==> config.mk <==
export PLATFORM = sky130hd
export DESIGN_NAME = spcb_csr
export DESIGN_NICKNAME = d
export VERILOG_FILES = /design/src/logic/spcb_pkg.sv /design/src/logic/spcb_csr.sv
export SDC_FILE = /design/constraint.sdc
export NUM_CORES = 1
export LEC_CHECK = 0
export ABC_CLOCK_PERIOD_IN_PS = 7320
export CORE_MARGIN = 2
export CORE_UTILIZATION = 30
export CTS_CLUSTER_SIZE = 8
export DETAILED_ROUTE_END_ITERATION = 8
export DONT_BUFFER_PORTS = 1
export HOLD_SLACK_MARGIN = 0.15
export MAX_ROUTING_LAYER = met4
export SYNTH_ARGS = -nofsm -noshare
export SYNTH_HDL_FRONTEND = slang
export SYNTH_SLANG_ARGS = --single-unit
export TNS_END_PERCENT = 10
==> constraint.sdc <==
create_clock -name CLOCK -period 7.32 [get_ports CLOCK]
set_input_delay 0 -clock CLOCK [delete_from_list [all_inputs] [get_ports CLOCK]]
set_output_delay 0 -clock CLOCK [all_outputs]
set_load 0.05 [all_outputs]
==> src/logic/spcb_pkg.sv <==
// Constants of the serial port register block: offsets, fields, timing.
// Assumes a configuration fabric that presents byte addresses over APB.

package spcb_pkg;

    // ****************************************
    // Register offsets inside the block
    // ****************************************
    localparam logic [7:0] OFF_HEADER    = 8'h00;
    localparam logic [7:0] OFF_LINK_TO   = 8'h20;
    localparam logic [7:0] OFF_RESP_TO   = 8'h24;
    localparam logic [7:0] OFF_GEN_CTRL  = 8'h3c;
    localparam logic [7:0] OFF_LREQ      = 8'h40;
    localparam logic [7:0] OFF_LRESP     = 8'h44;
    localparam logic [7:0] OFF_ACK_TAG   = 8'h48;
    localparam logic [7:0] OFF_CTRL_TWO  = 8'h54;
    localparam logic [7:0] OFF_ERR_STAT  = 8'h58;
    localparam logic [31:0] BLOCK_SPAN   = 32'h0000_0100;

    // ****************************************
    // Field positions
    // ****************************************
    localparam int TO_LSB      = 8;
    localparam int BIT_HOST    = 31;
    localparam int BIT_MEN     = 30;
    localparam int BIT_DISC    = 29;
    localparam int BIT_VALID   = 31;
    localparam int RTAG_LSB    = 5;
    localparam int BIT_FLUSH   = 31;
    localparam int RXTAG_LSB   = 24;
    localparam int ACCTAG_LSB  = 8;
    localparam int BIT_SCRBYP  = 29;
    localparam int BAUD_LSB    = 6;
    localparam int BIT_I2SUP   = 31;
    localparam int BIT_I2EN    = 30;
    localparam int BIT_I2USE   = 29;

    // ****************************************
    // Block type codes and timing
    // ****************************************
    localparam logic [15:0] TYPE_SW_RECOVERY = 16'h0002;
    localparam logic [15:0] TYPE_PLAIN       = 16'h0001;
    localparam logic [15:0] LANE_BLOCK_PTR   = 16'h0400;
    localparam int          FACTOR_SLOW_NS   = 256;
    localparam int          FACTOR_FAST_NS   = 204;
    localparam int          CLOCK_PERIOD_NS  = 50;

endpackage

==> src/logic/spcb_csr.sv <==
// Serial port extended-features register bank with link timers.
// Assumes an APB master on CLOCK and port logic that pulses its events.

`timescale 1ns/1ns

module spcb_csr #(
    parameter logic [31:0] BLOCK_BASE    = 32'h0000_0100,
    parameter logic [15:0] NEXT_PTR      = spcb_pkg::LANE_BLOCK_PTR,
    parameter bit          SW_RECOVERY   = 1'b1,
    parameter bit          SECOND_IDLE_SEQUENCE_SUPPORT = 1'b1,
    parameter bit          RATE_LOW      = 1'b1,
    parameter int          FACTOR_NS     = spcb_pkg::FACTOR_SLOW_NS,
    parameter logic [23:0] LINK_TO_INIT  = 24'hff_ffff,
    parameter logic [23:0] RESP_TO_INIT  = 24'hff_ffff,
    parameter bit          HOST_INIT     = 1'b0,
    parameter bit          MEN_INIT      = 1'b1,
    parameter bit          DISC_INIT     = 1'b0,
    parameter bit          SECOND_IDLE_SEQUENCE_EN_INIT = 1'b1,
    parameter logic [9:0]  BAUD_SUPPORT  = 10'h000,
    parameter logic [3:0]  BAUD_SELECT   = 4'h0
) (
    // Clock and reset
    input  wire logic        CLOCK,
    input  wire logic        RESET,
    // APB slave
    input  wire logic        PSEL,
    input  wire logic        PENABLE,
    input  wire logic        PWRITE,
    input  wire logic [31:0] PADDR,
    input  wire logic [31:0] PWDATA,
    output logic [31:0]      PRDATA,
    output logic             PREADY,
    output logic             PSLVERR,
    // Port-wide control
    output logic             HOST,
    output logic             MASTER_ENABLE,
    output logic             DISCOVERED,
    input  wire logic        USER_REQ_VALID,
    input  wire logic        PORT_REQ_READY,
    output logic             USER_REQ_READY,
    // Link maintenance
    output logic             LREQ_SEND,
    output logic [2:0]       LREQ_CMD,
    input  wire logic        LREQ_SENT_NORESP,
    input  wire logic        LRESP_VALID,
    input  wire logic [5:0]  LRESP_TAG,
    input  wire logic [4:0]  LRESP_STATUS,
    // Tag tracking
    input  wire logic        RX_TAG_ADVANCE,
    input  wire logic        TX_TAG_ADVANCE,
    input  wire logic [5:0]  EXPECTED_ACCEPT_TAG,
    output logic [5:0]       EXPECTED_RX_TAG,
    output logic [5:0]       NEXT_TX_TAG,
    output logic [5:0]       LAST_ACK_TAG,
    output logic             FLUSH_UNACKED,
    output logic             RETRANSMIT,
    // Timers
    input  wire logic        PKT_SENT,
    input  wire logic        PKT_ACKED,
    input  wire logic        REQ_SENT,
    input  wire logic        RESP_RECEIVED,
    output logic             LINK_TIMEOUT,
    output logic             RESP_TIMEOUT,
    // Lane coding
    input  wire logic        SECOND_IDLE_SEQUENCE_IN_USE,
    output logic             SCRAMBLE_BYPASS,
    output logic             SECOND_IDLE_SEQUENCE_ENABLE
);

    // ****************************************
    // Types and constants
    // ****************************************
    localparam int RAW_PRE = (FACTOR_NS + spcb_pkg::CLOCK_PERIOD_NS / 2) / spcb_pkg::CLOCK_PERIOD_NS;
    localparam logic [3:0] PRE_LAST = 4'((RAW_PRE < 1 ? 1 : RAW_PRE) - 1);

    typedef struct packed {
        logic        run;
        logic [3:0]  pre;
        logic [23:0] cnt;
        logic        exp;
    } spcb_tmr_s;

    typedef struct packed {
        logic [31:0] rdata;
        logic [23:0] link_to;
        logic [23:0] resp_to;
        logic        host;
        logic        men;
        logic        disc;
        logic [2:0]  lreq_cmd;
        logic        lreq_send;
        logic        resp_valid;
        logic [5:0]  resp_tag;
        logic [4:0]  resp_stat;
        logic [5:0]  rx_tag;
        logic [5:0]  tx_tag;
        logic [5:0]  last_ack;
        logic        flush;
        logic        retx;
        logic        scr_byp;
        logic        second_idle_sequence_en;
        spcb_tmr_s   link_t;
        spcb_tmr_s   resp_t;
    } spcb_state_s;

    spcb_state_s st;
    spcb_state_s next_st;

    // ****************************************
    // Helpers
    // ****************************************
    // Coarse prescaler: the 33% tolerance covers rounding the factor to clocks
    function automatic spcb_tmr_s tmr_step(spcb_tmr_s t, logic start, logic stop, logic [23:0] lim);
        spcb_tmr_s n;
        n = t;
        n.exp = 1'b0;
        if (start) begin
            n.run = 1'b1;
            n.pre = 4'h0;
            n.cnt = 24'h00_0000;
        end else if (stop) begin
            n.run = 1'b0;
        end else if (t.run) begin
            if (t.pre == PRE_LAST) begin
                n.pre = 4'h0;
                n.cnt = t.cnt + 24'h00_0001;
                if (t.cnt + 24'h00_0001 >= lim) begin
                    n.exp = 1'b1;
                    n.run = 1'b0;
                end
            end else begin
                n.pre = t.pre + 4'h1;
            end
        end
        return n;
    endfunction

    logic [31:0] rel;
    logic        in_blk;
    logic [7:0]  off;
    logic        mapped;
    logic        wr_acc;
    logic        rd_acc;
    logic [31:0] rd_word;

    assign rel    = PADDR - BLOCK_BASE;
    assign in_blk = (PADDR >= BLOCK_BASE) && (rel < spcb_pkg::BLOCK_SPAN);
    assign off    = rel[7:0];
    assign wr_acc = PSEL && PENABLE && PWRITE && mapped;
    assign rd_acc = PSEL && PENABLE && !PWRITE && mapped;

    always_comb begin
        mapped = 1'b0;
        if (in_blk && off[1:0] == 2'b00) begin
            case (off)
                spcb_pkg::OFF_HEADER, spcb_pkg::OFF_LINK_TO, spcb_pkg::OFF_RESP_TO, spcb_pkg::OFF_GEN_CTRL,
                spcb_pkg::OFF_CTRL_TWO, spcb_pkg::OFF_ERR_STAT: begin
                    mapped = 1'b1;
                end
                spcb_pkg::OFF_LREQ, spcb_pkg::OFF_LRESP, spcb_pkg::OFF_ACK_TAG: begin
                    mapped = SW_RECOVERY;
                end
                default: begin
                    mapped = 1'b1; // Reserved words inside the block read zero
                end
            endcase
        end
    end

    // ****************************************
    // Read mux
    // ****************************************
    always_comb begin
        rd_word = 32'h0000_0000;
        case (off)
            spcb_pkg::OFF_HEADER: begin
                rd_word = {NEXT_PTR, SW_RECOVERY ? spcb_pkg::TYPE_SW_RECOVERY : spcb_pkg::TYPE_PLAIN};
            end
            spcb_pkg::OFF_LINK_TO: begin
                rd_word[31:spcb_pkg::TO_LSB] = st.link_to;
            end
            spcb_pkg::OFF_RESP_TO: begin
                rd_word[31:spcb_pkg::TO_LSB] = st.resp_to;
            end
            spcb_pkg::OFF_GEN_CTRL: begin
                rd_word[spcb_pkg::BIT_HOST] = st.host;
                rd_word[spcb_pkg::BIT_MEN]  = st.men;
                rd_word[spcb_pkg::BIT_DISC] = st.disc;
            end
            spcb_pkg::OFF_LREQ: begin
                rd_word[2:0] = SW_RECOVERY ? st.lreq_cmd : 3'h0;
            end
            spcb_pkg::OFF_LRESP: begin
                if (SW_RECOVERY) begin
                    rd_word[spcb_pkg::BIT_VALID] = st.resp_valid;
                    rd_word[10:spcb_pkg::RTAG_LSB] = st.resp_tag;
                    rd_word[4:0] = st.resp_stat;
                end
            end
            spcb_pkg::OFF_ACK_TAG: begin
                if (SW_RECOVERY) begin
                    rd_word[29:spcb_pkg::RXTAG_LSB] = st.rx_tag;
                    rd_word[13:spcb_pkg::ACCTAG_LSB] = EXPECTED_ACCEPT_TAG;
                    rd_word[5:0] = st.tx_tag;
                end
            end
            spcb_pkg::OFF_CTRL_TWO: begin
                rd_word[spcb_pkg::BIT_SCRBYP] = st.scr_byp;
                rd_word[15:spcb_pkg::BAUD_LSB] = BAUD_SUPPORT;
                rd_word[3:0] = BAUD_SELECT;
            end
            spcb_pkg::OFF_ERR_STAT: begin
                rd_word[spcb_pkg::BIT_I2SUP] = SECOND_IDLE_SEQUENCE_SUPPORT;
                rd_word[spcb_pkg::BIT_I2EN]  = st.second_idle_sequence_en;
                rd_word[spcb_pkg::BIT_I2USE] = SECOND_IDLE_SEQUENCE_IN_USE;
            end
            default: begin
                rd_word = 32'h0000_0000;
            end
        endcase
    end

    // ****************************************
    // Next state
    // ****************************************
    always_comb begin
        next_st = st;
        next_st.lreq_send = 1'b0;
        next_st.flush = 1'b0;
        next_st.retx = 1'b0;
        if (PSEL && !PENABLE) begin
            next_st.rdata = mapped ? rd_word : 32'h0000_0000;
        end
        if (RX_TAG_ADVANCE) begin
            next_st.rx_tag = st.rx_tag + 6'h01;
        end
        if (TX_TAG_ADVANCE) begin
            next_st.tx_tag = st.tx_tag + 6'h01;
        end
        // Clear by read first, so a same-cycle set below wins
        if (rd_acc && off == spcb_pkg::OFF_LRESP) begin
            next_st.resp_valid = 1'b0;
        end
        if (wr_acc) begin
            case (off)
                spcb_pkg::OFF_LINK_TO: begin
                    next_st.link_to = PWDATA[31:spcb_pkg::TO_LSB];
                end
                spcb_pkg::OFF_RESP_TO: begin
                    next_st.resp_to = PWDATA[31:spcb_pkg::TO_LSB];
                end
                spcb_pkg::OFF_GEN_CTRL: begin
                    next_st.host = PWDATA[spcb_pkg::BIT_HOST];
                    next_st.men  = PWDATA[spcb_pkg::BIT_MEN];
                    next_st.disc = PWDATA[spcb_pkg::BIT_DISC];
                end
                spcb_pkg::OFF_LREQ: begin
                    next_st.lreq_cmd  = PWDATA[2:0];
                    next_st.lreq_send = 1'b1;
                end
                spcb_pkg::OFF_ACK_TAG: begin
                    if (PWDATA[spcb_pkg::BIT_FLUSH]) begin
                        next_st.flush = 1'b1;
                        next_st.last_ack = next_st.tx_tag - 6'h01;
                    end else begin
                        next_st.rx_tag = PWDATA[29:spcb_pkg::RXTAG_LSB];
                        next_st.tx_tag = PWDATA[5:0];
                        next_st.retx = 1'b1;
                    end
                end
                spcb_pkg::OFF_CTRL_TWO: begin
                    next_st.scr_byp = SECOND_IDLE_SEQUENCE_SUPPORT && PWDATA[spcb_pkg::BIT_SCRBYP];
                end
                spcb_pkg::OFF_ERR_STAT: begin
                    if (SECOND_IDLE_SEQUENCE_SUPPORT && RATE_LOW) begin
                        next_st.second_idle_sequence_en = PWDATA[spcb_pkg::BIT_I2EN];
                    end
                end
                default: begin
                    next_st.rdata = next_st.rdata;
                end
            endcase
        end
        if (SW_RECOVERY && LRESP_VALID) begin
            next_st.resp_valid = 1'b1;
            next_st.resp_tag   = LRESP_TAG;
            next_st.resp_stat  = LRESP_STATUS;
        end
        if (SW_RECOVERY && LREQ_SENT_NORESP) begin
            next_st.resp_valid = 1'b1;
        end
        // Link timer covers packets and link-requests alike
        next_st.link_t = tmr_step(st.link_t, PKT_SENT || st.lreq_send, PKT_ACKED || LRESP_VALID,
                                  st.link_to);
        next_st.resp_t = tmr_step(st.resp_t, REQ_SENT, RESP_RECEIVED, st.resp_to);
    end

    always_ff @(posedge CLOCK or posedge RESET) begin
        if (RESET) begin
            st          <= '0;
            st.link_to  <= LINK_TO_INIT;
            st.resp_to  <= RESP_TO_INIT;
            st.host     <= HOST_INIT;
            st.men      <= MEN_INIT;
            st.disc     <= DISC_INIT;
            st.last_ack <= 6'h3f;
            st.second_idle_sequence_en <= SECOND_IDLE_SEQUENCE_SUPPORT && SECOND_IDLE_SEQUENCE_EN_INIT;
        end else begin
            st <= next_st;
        end
    end

    // ****************************************
    // Outputs
    // ****************************************
    assign PRDATA          = st.rdata;
    assign PREADY          = 1'b1;
    assign PSLVERR         = PSEL && PENABLE && !mapped;
    assign HOST            = st.host;
    assign MASTER_ENABLE   = st.men;
    assign DISCOVERED      = st.disc;
    assign USER_REQ_READY  = st.men && PORT_REQ_READY;
    assign LREQ_SEND       = st.lreq_send;
    assign LREQ_CMD        = st.lreq_cmd;
    assign EXPECTED_RX_TAG = st.rx_tag;
    assign NEXT_TX_TAG     = st.tx_tag;
    assign LAST_ACK_TAG    = st.last_ack;
    assign FLUSH_UNACKED   = st.flush;
    assign RETRANSMIT      = st.retx;
    assign LINK_TIMEOUT    = st.link_t.exp;
    assign RESP_TIMEOUT    = st.resp_t.exp;
    assign SCRAMBLE_BYPASS = st.scr_byp;
    assign SECOND_IDLE_SEQUENCE_ENABLE    = st.second_idle_sequence_en;
endmodule

==> key figures <==
Worst setup path
  • CP required: about 7.7 ns
  • Critical-path top delay cell: nor3_1
  • Worst path most repeated cell: a211oi_1
  • Crit path DAT: a little under 4 ns
  • Worst-path cell chain: nand3_1 -> nor3_1 -> nand4_1 -> nor2_1 -> xor2_1 -> ha_1 -> a211oi_1 -> o21ai_0 -> a211oi_1 -> o221ai_1 -> a22o_1
  • WP buf/inv: 0
  • Family with the most delay on the worst path: simple AND/OR/NAND/NOR gates
  • Worst setup path class: register to register
  • Worst Setup End Kind: register
  • Max Fanout on Critical Path: 7
  • CP peak stage delay: between 0.6 and 0.7 ns
  • Crit start category: register

CTS
  • Post_cts resized: 0
  • Root buf cell: clkbuf_16
  • Clock slew at reported path FFs: roughly 0.080 ns
  • Clock sink count: around 180
  • Clock Tree Buf Depth: 2
  • # H-tree levels: 4
  • Total CTS buffers: 17
  • CTS tree: built
  • Worst skew pair latency: around 0.44 ns

Global routing
  • First-pass GRT wire length: between 40 and 50 mm
  • Largest net degree at the start of global routing: 105
  • Vias in the first global route: between 8k and 9k
  • Antenna violations before repair: 6
  • GRT overflow: 0
  • Total track usage: about 16%

STA
  • Final hold violations: 0
  • Period utilization: 48.8%
  • Slew @ Worst Pin: 1.07 ns
  • Unrepaired setup endpoints after global routing: no
  • Final Max Slew Viols: 0
  • Slew headroom: between 20% and 30%
  • Period minus WS final: ~3.6 ns
  • Clk_skew: ~0.0091 ns
  • Setup TNS: 0 ns
  • Fmax achieved: 280 MHz
  • Setup-failing EPs final: 0

Floorplan
  • Die area: approximately 0.038 sq mm
  • Top Ports: approximately 160
  • Row count: 70
  • Chip width: about 200 um
  • Die Span Y: about 200 um
  • Starting Density: ~30%
  • Core area: 0.0363 sq mm

Routing
  • Final wirelength: 28.8 mm
  • Post-DR vias/cell: 4.99
  • DRC Markers: 0
  • Iteration-0 DRC Markers: roughly 570
  • Overall via count from detail_route: roughly 8k
  • Drt first pass iters: 6
  • Post-route ant nets: 0
  • Routed WL per cell: around 18 um

Final layout
  • Layout Nets: ~1.3k
  • Synth-to-Final Area Change: 15.4%
  • Layout cells sized above 1: 16.9%
  • Finished Core Util: about a third

Logic synthesis
  • Cells after synthesis: 1082
  • Distinct cells, synth: 64
  • Number of synthesized flops with an enable pin: 0
  • Synth top cells by count: dfrtp_1, nand2_1, nor2_1, inv_1, xnor2_1
  • Cell taking the most area after synthesis: dfrtp_1
  • Post-synthesis cell area: 0.0110 sq mm
  • Synthesized flop and latch total: approximately 180
  • Fraction of registers with async set or reset after synthesis: 100%
  • Synthesized net count: around 1.2k
  • Most common cell in the synthesized netlist: dfrtp_1
  • Largest cells by area after synthesis: dfrtp_1, dfstp_2, ha_1, mux2_4, xnor2_1
  • Ys flop type: dfrtp_1
  • Top cell type's share of synthesized area: between 20 and 30%
  • Sequential area share after synthesis: between 40% and 50%
  • Avg Cell Area, Syn: 10.1 sq um
  • Synth warnings: 0

Power and ir drop
  • PwrDens: a little under 200 mW/mm^2
  • Worst vdd ir: 175 uV
  • Leakage: about 5.4 nW

Placed design
  • Buffers added on ports: 0
  • Detail Placement HPWL: about 21 mm
  • GP Congestion: 0.843

Hold path
  • Worst hold path type: primary input to register

Job
  • Max-cap violations: 0

Run status
  • Status: finished, final reports clean
-- metrics by stage --
stage / hold WS (ns) / power [mW] / area (sq um) / setup WS (ns) / cells
final: 0.170 / 2.51 / 12700 / 3.75 / 1601
after global routing: 0.212 / 2.61 / 12700 / 3.32 / 1601
after CTS: 0.151 / 2.53 / 12600 / 3.76 / 1595
after detailed placement: 0.0750 / 1.48 / 11000 / 3.79 / 1462
after global placement: 0.0702 / 1.47 / 11000 / 3.79 / 1462
after floorplan: 0.127 / 1.46 / 11000 / 2.50 / 1082
-- registers in the layout, summed over array words and instances, names as in the netlist --
name and flops:
st 118, RESP_TIMEOUT 1, LAST_ACK_TAG 6, SECOND_IDLE_SEQUENCE_ENABLE 1, FLUSH_UNACKED 1, MASTER_ENABLE 1
LREQ_SEND 1, DISCOVERED 1, LREQ_CMD 3, PRDATA 32, HOST 1, LINK_TIMEOUT 1
NEXT_TX_TAG 6, EXPECTED_RX_TAG 6, RETRANSMIT 1, SCRAMBLE_BYPASS 1
-- cell type report --
cell class / instances / area (sq um)
sequential: 181 / 4600
clock buffer: 17 / 425
fill: 3562 / 23700
inverter: 69 / 264
antenna: 6 / 15.0
tap: 468 / 586
multi-input combinational: 739 / 5530
clock inverter: 15 / 178
timing repair buffer: 106 / 1070
-- layer usage --
metal  track usage (%)  up-vias  wire length (um)
li1                  -     3814                 -
met1              18.9     3958             12600
met2              25.6      173             14100
met3              3.56       50              1190
met4              6.42        0               881
met5                 -        -                 0
-- final timing paths --
check / from / to / slack (ns) / cells past startpoint
setup / recovery: st[3] / RESP_TIMEOUT / 3.75 / 11
hold / removal: PADDR[2] / PRDATA[10] / 0.17 / 3
setup reg to reg: st[3] / RESP_TIMEOUT / 3.75 / 11
hold reg to reg: st[88] / PRDATA[6] / 0.53 / 2
max in group asynchronous: RESET / PRDATA[17] / 5.49 / 3
min in group asynchronous: RESET / FLUSH_UNACKED / 0.25 / 2
-- logic make-up after synthesis --
| family | share of synthesized area, % |
|---|---|
| AOI/OAI and AO/OA | 9.75 |
| xor gates and xnor gates | 7.58 |
| adders and majority gates | 6.50 |
| buffers and inverters | 7.83 |
| DFF | 41.9 |
| muxes | 11.5 |
| other | 0.0342 |
| and+or+nand+nor | 14.9 |
-- worst reg2reg max path, cell delays in order, from the launching register on --
cell and delay (ns):
dfrtp_1 0.46, nand3_1 0.13, nor3_1 0.66, nand4_1 0.33
nor2_1 0.20, xor2_1 0.22, ha_1 0.28, a211oi_1 0.24
o21ai_0 0.11, a211oi_1 0.29, o221ai_1 0.28, a22o_1 0.27
-- power by group --
part,switching [mW],internal (mW),total (mW)
registers,0.201,1.04,1.24
logic,0.144,0.169,0.314
clock network,0.465,0.495,0.960
total,0.810,1.70,2.51
-- repair_timing --
item	CTS	global route
setup buffers	0	0
setup endpoints to repair	0	0
hold endpoints to repair	254	0
hold buffers	101	0
-- cells in the final DEF (no fill, tap or decap), drive strengths merged, types with 28 or more instances in the layout --
cell type    count
inv             80
a21oi           31
nor3            29
nand3           28
nor2            91
dlygate4sd3     99
ha              57
dfrtp          125
mux2            80
o21ai           39
dfstp           56
xor2            37
xnor2           58
nand2           93
No activity file was read; power rests on OpenSTA's default activity.
